**config.mk**
```make
export PLATFORM = sky130hd
export DESIGN_NAME = hbad_top
export DESIGN_NICKNAME = d
export VERILOG_FILES = /design/src/design/hbad_pkg.sv /design/src/design/hbad_top.sv /design/src/design/hbad_map_decoder.sv
export VERILOG_INCLUDE_DIRS = /design/src /design/src/design
export SDC_FILE = /design/constraint.sdc
export NUM_CORES = 1
export LEC_CHECK = 0
export BUFFER_PORTS_ARGS = -buffer_cell sky130_fd_sc_hd__buf_4
export CAP_MARGIN = 20
export CORE_ASPECT_RATIO = 0.9
export CORE_MARGIN = 4
export CORE_UTILIZATION = 26
export DETAILED_ROUTE_END_ITERATION = 8
export SYNTH_ARGS = -nofsm -noshare
export SYNTH_HDL_FRONTEND = slang
export SYNTH_SLANG_ARGS = --single-unit
```
**constraint.sdc**
```tcl
create_clock -name i_clk -period 3 [get_ports i_clk]
set_input_delay 0.15 -clock i_clk [delete_from_list [all_inputs] [get_ports i_clk]]
set_output_delay 0.15 -clock i_clk [all_outputs]
set_load 0.02 [all_outputs]
```
**src/design/hbad_defines.svh**
```systemverilog
`ifndef HBAD_DEFINES_SVH
`define HBAD_DEFINES_SVH

`define HBAD_IO_BASE       32'h8000_0000
`define HBAD_IO_LAST       32'h8001_ffff
`define HBAD_MCU_BASE      32'hfef8_0000
`define HBAD_MCU_LAST      32'hfef8_ffff
`define HBAD_HB_BASE       32'hfeff_0000
`define HBAD_HB_LAST       32'hfeff_ffff
`define HBAD_BOOT_BASE     32'hfff0_0000
`define HBAD_BOOT_LAST     32'hffff_ffff
`define HBAD_CFG_ADDR_OFS  32'h0000_0cf8
`define HBAD_CFG_DATA_OFS  32'h0000_0cfc
`define HBAD_BOOT_SEL_OFS  16'h0050
`define HBAD_BOOT_SEL_BIT  0
`define HBAD_MAP_CTL_OFS   16'h0060
`define HBAD_CFG_EN_BIT    31
`define HBAD_CFG_RESET     32'h0000_0000
`define HBAD_NUM_MAPS      4
`define HBAD_CPU_MHZ       100
`define HBAD_PCI_MHZ       33

`endif

```
**src/design/hbad_pkg.sv**
```systemverilog
package hbad_pkg;

	typedef enum logic [2:0] {
		HBAD_TGT_NONE = 3'b000,
		HBAD_TGT_IO   = 3'b001,
		HBAD_TGT_MCU  = 3'b010,
		HBAD_TGT_HB   = 3'b011,
		HBAD_TGT_ROMA = 3'b100,
		HBAD_TGT_ROMB = 3'b101,
		HBAD_TGT_MAP  = 3'b110
	} hbad_tgt_t;

	typedef struct packed {
		logic        valid;
		logic        write;
		logic        dac;
		logic [31:0] addr;
		logic [63:0] wdata;
		logic [7:0]  be;
	} hbad_req_t;

	typedef struct packed {
		logic        en;
		logic [15:0] base;
		logic [15:0] last;
		logic [15:0] offs;
	} hbad_map_t;

	typedef struct packed {
		logic        sel;
		hbad_tgt_t   tgt;
		logic [31:0] addr;
		logic        cfg_cycle;
		logic [31:0] cfg_sel;
	} hbad_route_t;

endpackage

```
**src/design/hbad_top.sv**
```systemverilog
`include "hbad_defines.svh"

// Function
// - Fixed default processor decode applies from reset until maps programmed.
// - Addresses 80000000-8001FFFF go to PCI/ISA I/O space.
// - Addresses FEF80000-FEF8FFFF select memory controller registers.
// - Addresses FEFF0000-FEFFFFFF select host bridge registers.
// - Low 2GB and gaps between windows select no target unless an enabled outbound map decoder hits.
// - Top 1MB maps to flash bank A when boot bank select clear.
// - Top 1MB maps to flash bank B when boot bank select set.
// - Reset disables all PCI-side map decoders.
// - Four processor-to-PCI and four PCI-to-processor map decoders.
// - 32-bit addresses and 64-bit data path.
// - Dual address cycles are neither generated nor accepted.
// - Config cycles use address register at CF8 then data at CFC.
// - Runs with processor bus up to 100MHz, PCI up to 33MHz.
module hbad_top
	import hbad_pkg::*;
(
	// Clock and reset.
	input  wire logic                      i_clk,
	input  wire logic                      i_resetn,
	// Processor bus request.
	input  wire hbad_pkg::hbad_req_t       i_cpu,
	// PCI side request.
	input  wire hbad_pkg::hbad_req_t       i_pci,
	// Map decoder programming.
	input  wire logic                      i_map_we,
	input  wire logic                      i_map_dir,
	input  wire logic [1:0]                i_map_idx,
	input  wire hbad_pkg::hbad_map_t       i_map_wdata,
	// Processor side routing.
	output hbad_pkg::hbad_route_t          o_cpu_route,
	output logic                           o_cpu_ack,
	output logic                           o_cpu_err,
	output logic [63:0]                    o_cpu_rdata,
	output logic [63:0]                    o_pci_wdata,
	// PCI side routing.
	output logic                           o_pci_sel,
	output logic [31:0]                    o_pci_addr,
	output logic                           o_pci_err,
	// State visible to software.
	output logic                           o_boot_bank_select,
	output logic                           o_map_active
);
	import hbad_pkg::*;

	localparam int CPU_PERIOD_NS = 1000 / `HBAD_CPU_MHZ;

	hbad_map_t [3:0] out_maps;
	hbad_map_t [3:0] in_maps;
	logic [31:0]     config_address_select;
	logic            boot_bank_select;
	logic            maps_programmed;
	logic            out_hit;
	logic [31:0]     out_addr;
	logic            in_hit;
	logic [31:0]     in_addr;
	hbad_route_t     next_route;
	logic            next_err;
	logic [63:0]     next_rdata;

	function automatic logic in_range(input logic [31:0] a,
		input logic [31:0] lo, input logic [31:0] hi);
		in_range = (a >= lo) && (a <= hi);
	endfunction

	function automatic logic is_word(input logic [31:0] a,
		input logic [31:0] ofs);
		is_word = in_range(a, `HBAD_IO_BASE, `HBAD_IO_LAST) &&
			((a - `HBAD_IO_BASE) == ofs);
	endfunction

	////////////////////////////////////////////////////////////////////////
	// Map decoders for both directions.

	hbad_map_decoder u_out_dec (
		.i_addr (i_cpu.addr),
		.i_maps (out_maps),
		.o_hit  (out_hit),
		.o_addr (out_addr)
	);

	hbad_map_decoder u_in_dec (
		.i_addr (i_pci.addr),
		.i_maps (in_maps),
		.o_hit  (in_hit),
		.o_addr (in_addr)
	);

	// Reset clears every decoder; software programs each one singly.
	always_ff @(posedge i_clk or negedge i_resetn) begin
		if (!i_resetn) begin
			out_maps <= '0;
			in_maps  <= '0;
		end else if (i_map_we) begin
			if (i_map_dir)
				in_maps[i_map_idx]  <= i_map_wdata;
			else
				out_maps[i_map_idx] <= i_map_wdata;
		end
	end

	// Default decode holds until any outbound decoder is enabled.
	always_ff @(posedge i_clk or negedge i_resetn) begin
		if (!i_resetn)
			maps_programmed <= 1'b0;
		else if (i_map_we && !i_map_dir && i_map_wdata.en)
			maps_programmed <= 1'b1;
	end

	////////////////////////////////////////////////////////////////////////
	// Register writes from the processor bus.

	always_ff @(posedge i_clk or negedge i_resetn) begin
		if (!i_resetn) begin
			config_address_select <= `HBAD_CFG_RESET;
		end else if (i_cpu.valid && i_cpu.write && !i_cpu.dac &&
			is_word(i_cpu.addr, `HBAD_CFG_ADDR_OFS)) begin
			config_address_select <= i_cpu.wdata[31:0];
		end
	end

	always_ff @(posedge i_clk or negedge i_resetn) begin
		if (!i_resetn) begin
			boot_bank_select <= 1'b0;
		end else if (i_cpu.valid && i_cpu.write && !i_cpu.dac &&
			i_cpu.addr == (`HBAD_MCU_BASE + 32'(`HBAD_BOOT_SEL_OFS))) begin
			boot_bank_select <= i_cpu.wdata[`HBAD_BOOT_SEL_BIT];
		end
	end

	////////////////////////////////////////////////////////////////////////
	// Processor address decode.

	always_comb begin
		next_route           = '0;
		next_route.tgt       = HBAD_TGT_NONE;
		next_route.addr      = i_cpu.addr;
		next_route.cfg_sel   = config_address_select;
		next_err             = 1'b0;
		next_rdata           = '0;
		if (i_cpu.valid) begin
			if (i_cpu.dac) begin
				next_err = 1'b1;
			end else if (in_range(i_cpu.addr, `HBAD_IO_BASE,
				`HBAD_IO_LAST)) begin
				next_route.tgt = HBAD_TGT_IO;
				next_route.addr = i_cpu.addr - `HBAD_IO_BASE;
				next_route.cfg_cycle = is_word(i_cpu.addr,
					`HBAD_CFG_DATA_OFS) && config_address_select[`HBAD_CFG_EN_BIT];
				if (is_word(i_cpu.addr, `HBAD_CFG_ADDR_OFS))
					next_rdata = {32'h0, config_address_select};
			end else if (in_range(i_cpu.addr, `HBAD_MCU_BASE,
				`HBAD_MCU_LAST)) begin
				next_route.tgt = HBAD_TGT_MCU;
				if (i_cpu.addr == (`HBAD_MCU_BASE +
					32'(`HBAD_BOOT_SEL_OFS)))
					next_rdata = {63'h0, boot_bank_select};
			end else if (in_range(i_cpu.addr, `HBAD_HB_BASE,
				`HBAD_HB_LAST)) begin
				next_route.tgt = HBAD_TGT_HB;
				if (i_cpu.addr == (`HBAD_HB_BASE +
					32'(`HBAD_MAP_CTL_OFS)))
					next_rdata = {63'h0, maps_programmed};
			end else if (in_range(i_cpu.addr, `HBAD_BOOT_BASE,
				`HBAD_BOOT_LAST)) begin
				next_route.tgt = boot_bank_select ? HBAD_TGT_ROMB
					: HBAD_TGT_ROMA;
				next_route.addr = i_cpu.addr - `HBAD_BOOT_BASE;
			end else if (maps_programmed && out_hit) begin
				next_route.tgt = HBAD_TGT_MAP;
				next_route.addr = out_addr;
			end else begin
				next_err = 1'b1;
			end
			next_route.sel = (next_route.tgt != HBAD_TGT_NONE);
		end
	end

	////////////////////////////////////////////////////////////////////////
	// Registered outputs.

	always_ff @(posedge i_clk or negedge i_resetn) begin
		if (!i_resetn) begin
			o_cpu_route <= '0;
			o_cpu_ack   <= 1'b0;
			o_cpu_err   <= 1'b0;
			o_cpu_rdata <= '0;
			o_pci_wdata <= '0;
		end else begin
			o_cpu_route <= next_route;
			o_cpu_ack   <= i_cpu.valid && !next_err;
			o_cpu_err   <= next_err;
			o_cpu_rdata <= next_rdata;
			o_pci_wdata <= i_cpu.wdata;
		end
	end

	always_ff @(posedge i_clk or negedge i_resetn) begin
		if (!i_resetn) begin
			o_pci_sel  <= 1'b0;
			o_pci_addr <= '0;
			o_pci_err  <= 1'b0;
		end else begin
			o_pci_sel  <= i_pci.valid && !i_pci.dac && in_hit;
			o_pci_addr <= in_addr;
			o_pci_err  <= i_pci.valid && (i_pci.dac || !in_hit);
		end
	end

	always_ff @(posedge i_clk or negedge i_resetn) begin
		if (!i_resetn) begin
			o_boot_bank_select <= 1'b0;
			o_map_active       <= 1'b0;
		end else begin
			o_boot_bank_select <= boot_bank_select;
			o_map_active       <= maps_programmed;
		end
	end

	initial assert (CPU_PERIOD_NS == 10)
		else $error("Processor clock period differs from 10 ns.");
endmodule

```
**src/design/hbad_map_decoder.sv**
```systemverilog
`include "hbad_defines.svh"

module hbad_map_decoder
	import hbad_pkg::*;
(
	// Address in and map table.
	input  wire logic [31:0]                    i_addr,
	input  wire hbad_pkg::hbad_map_t [3:0]      i_maps,
	// Hit result.
	output logic                                o_hit,
	output logic [31:0]                         o_addr
);

	// Lowest numbered enabled window that holds the address wins.
	always_comb begin
		o_hit  = 1'b0;
		o_addr = i_addr;
		for (int k = `HBAD_NUM_MAPS - 1; k >= 0; k--) begin
			if (i_maps[k].en && i_addr[31:16] >= i_maps[k].base &&
				i_addr[31:16] <= i_maps[k].last) begin
				o_hit  = 1'b1;
				o_addr = {i_addr[31:16] + i_maps[k].offs, i_addr[15:0]};
			end
		end
	end

endmodule

```
==> summary.md <==
| Metric | Value |
|---|---|
| Simple-gate share of the synthesized area | `a little under a tenth` |
| Worst clock skew | `0.0443 ns` |
| Largest net degree at the start of global routing | `87` |
| Global-route wire length before repair | `173,000 um` |
| Post-Syn Instances | `between 3,000 and 4,000` |
| DRC Markers | `0` |
| Endpoints failing setup | `15` |
| Post-synth EDFFs | `0` |
| IO Count | `between 500 and 600` |
| DR vias | `about 27,000` |
| Clock transition at the registers of the reported paths | `~0.06 ns` |
| Number of synthesized register bits | `about 630` |
| Area leader, netlist | `dfrtp_1` |
| Commonest cells post-synth | `629 x dfrtp_1, 379 x ha_1, 302 x inv_1, 272 x mux2_2, 236 x o21ai_0` |
| Initial Util | `between 20% and 30%` |
| Unrepaired setup endpoints after global routing | `yes` |
| Avg Inst Size Synth | `about 11 um2` |
| Status | `complete, but fails checks` |
| Final Max Slew Viols | `0` |
| Post-Syn Area | `~34,000 um2` |
| Crit. End Element | `register` |
| Fillers | `around 13,000` |
| Main combinational cell family by area after synthesis | `adder cells` |
| Peak Freq | `0.323 GHz` |
| Chip height | `between 300 and 400 um` |
| Crit Path Max Fanout | `6` |
| Vias per inst | `approximately 4.7` |
| Placed cell area | `41,600 um2` |
| Vias in the first global route | `around 27,000` |
| Tcrit/Tclk final | `103%` |
| FFs w/ async S/R, synth | `100%` |
| # nets final | `~4,700` |
| Share of cells above drive strength 1 | `roughly a third` |
| Failing checks | `setup timing` |
| Pwr Density | `650 nW/um2` |
| Post-synthesis compound-gate area fraction | `11.9%` |
| CTS sink cnt | `roughly 630` |
| Hold WC Path Type | `in -> async` |
| CTS root buf | `clkbuf_16` |
| Hold_ws | `between 0.07 and 0.08 ns` |
| CP top delay family | `compound AO/OA/AOI/OAI gates` |
| Initial DRC count | `1,699` |
| GRT Total Usage | `between 10% and 20%` |
| Max Cap Viol | `0` |
| Min Tclk post-route | `3.09 ns` |
| Final Hold Fails | `0` |
| Gr ovfl total | `0` |
| CP Launch Type | `register` |
| Top cells by area, synth | `dfrtp_1 46%, ha_1 14%, mux2_2 8.9%, o21ai_0 3.4%, inv_1 3.3%` |
| Setup WS pre-CTS | `-0.289 ns` |
| Routability Congestion | `0.868` |
| Static Leak | `22.3 nW` |
| Clk Latency, worst-skew pair | `between 0.6 and 0.7 ns` |
| Worst setup margin | `-0.0933 ns` |
| Count leader, synth | `dfrtp_1` |
| Share of the synthesized area in the top cell type | `45.7%` |
| Longest Clk Path Bufs | `3` |
| Yosys cell types | `slightly below 80` |
| Sequential share of the synthesized area | `between 40% and 50%` |
| Die ar. | `138,000 um2` |
| Drt wl/cell | `~20 um` |
| Die width | `392 um` |
| Final WL | `approximately 120,000 um` |
| Routed Antenna Nets | `0` |
| Core area | `approximately 130,000 um2` |
| Relative slew margins | `between 40 and 50%` |
| Storage cell area | `approximately 16,000 um2` |
| TritonCTS clock tree | `built` |
| Most common flop cell mapped by yosys | `dfrtp_1` |
| Post-Synth XOR/XNOR Area | `2.49%` |
| IO Port Bufs | `between 300 and 400` |
| Max VDD drop | `between 0.0003 and 0.0004 V` |
| Worst path bufs/invs | `3` |
| Worst slew pin tran | `~0.82 ns` |
| Critical path required time | `between 3 and 4 ns` |
| Area growth syn-to-layout | `35.8%` |
| Critical Path Max Stage Delay | `roughly 0.58 ns` |
| Post-synthesis mux area share | `~11%` |
| Multi-input logic area | `approximately 18,000 um2` |
| CP arrival | `approximately 3.6 ns` |
| Design area | `around 47,000 um2` |
| Antenna violations before repair | `11` |
| CP cell instances | `inv_2 > ha_4 > nor2b_4 > o211ai_1 > a21oi_1 > o31a_1 > or4b_4 > a21oi_4 > buf_6 > o41a_1 > o21ai_4 > buf_12 > a221o_1` |
| Ys Warns | `0` |
| Adder-cell share of the synthesized area | `14.2%` |
| Detailed placement HPWL | `85,300 um` |
| Count of TritonRoute iterations in the first routing pass | `5` |
| CP max stage cell | `or4b_4` |
| CTS Buf Count | `75` |
| Critical path type | `reg -> reg` |
| Site Rows | `between 100 and 150` |
| Htree depth | `3` |
-- metrics by stage --
step / util [%] / total power, mW / TNS [ns] / std cells
final: 35.6 / 30.4 / -0.519 / 5805
after global routing: 35.6 / 32.2 / -2.96 / 5800
after CTS: 35.0 / 30.2 / -0.631 / 5779
after detailed placement: 31.7 / 19.9 / -6.47 / 5488
after global placement: 31.7 / 19.7 / -5.57 / 5488
after floorplan: - / 16.3 / 0 / 3208
-- sequential cells by signal, summed over array words and instances, names as in the netlist, 32 cells and up --
| register | flops |
|---|---|
| o_cpu_rdata | 32 |
| in_maps | 196 |
| config_address_select | 32 |
| o_pci_wdata | 64 |
| o_pci_addr | 32 |
| o_cpu_route | 69 |
| out_maps | 196 |
-- placed cells by master, fill, tap and decap left out, types with 31 or more instances in the layout --
| cell type | instances |
|---|---|
| buf_4 | 641 |
| dfrtp_1 | 629 |
| ha_1 | 368 |
| inv_1 | 293 |
| mux2_2 | 271 |
| nand2_1 | 230 |
| o21ai_0 | 208 |
| dlygate4sd3_1 | 154 |
| a21oi_1 | 126 |
| nor2_1 | 86 |
| clkbuf_16 | 79 |
| xnor2_1 | 59 |
| a21o_1 | 58 |
| nor3_1 | 45 |
| and2_1 | 42 |
| nand4_1 | 42 |
| xor2_1 | 38 |
| mux2i_1 | 33 |
| conb_1 | 32 |
| buf_12 | 32 |
| mux2_4 | 31 |
-- where the power goes --
part           internal, mW  total, mW  switching [mW]
Clock                  5.85       9.78            3.93
Combinational          4.81       10.1            5.30
Sequential             9.86       10.5           0.644
-- path summary, 6_finish.rpt --
path                                                        from  slack [ns]                   endpoint  cells past startpoint
setup / recovery                        out_maps[66]$_DFFE_PN0P_       -0.09  o_cpu_route[57]$_DFF_PN0_                     13
hold / removal                                          i_resetn        0.08  o_cpu_route[41]$_DFF_PN0_                      2
setup reg to reg                        out_maps[66]$_DFFE_PN0P_       -0.09  o_cpu_route[57]$_DFF_PN0_                     13
hold reg to reg            config_address_select[19]$_DFFE_PN0P_        0.39  o_cpu_route[19]$_DFF_PN0_                      0
max in group asynchronous                               i_resetn        1.82   in_maps[126]$_DFFE_PN0P_                      4
min in group i_clk                                     i_pci[88]        0.08   o_pci_addr[16]$_DFF_PN0_                      4
-- layout make-up --
type	instances	area share [%]
inverter	302	2.43
timing repair buffer	841	15.4
antenna	6	0.0321
clock inverter	33	1.09
clock buffer	100	4.58
sequential	629	33.6
tap	1728	4.62
multi-input combinational	2166	38.2
-- logic make-up after synthesis --
| logic type | Yosys count |
|---|---|
| other cells | 1 |
| mux | 343 |
| compound gates | 660 |
| fa+ha+maj | 387 |
| simple gates | 646 |
| buf+inv | 413 |
| xor+xnor | 98 |
| flops | 629 |
-- routing by layer --
| layer | share of wire [%] | global-route usage [%] | wire length, um |
|---|---|---|---|
| met4 | 2.6 | 4.94 | 2970 |
| met5 | 0.023 | 0 | 27 |
| met1 | 45 | 21.7 | 52000 |
| met2 | 49 | 27.4 | 56000 |
| met3 | 3.7 | 2.10 | 4290 |
-- timing repair --
item                                    4_1_cts  5_1_grt
pin swaps                                    14       87
gates resized for setup                      43      148
setup buffers                                 3       16
gates cloned                                  1        4
hold buffers                                154        0
endpoints found under the setup margin       34       42
hold endpoints to repair                    679        0
Note: power is estimated with default switching activity, not from simulation.
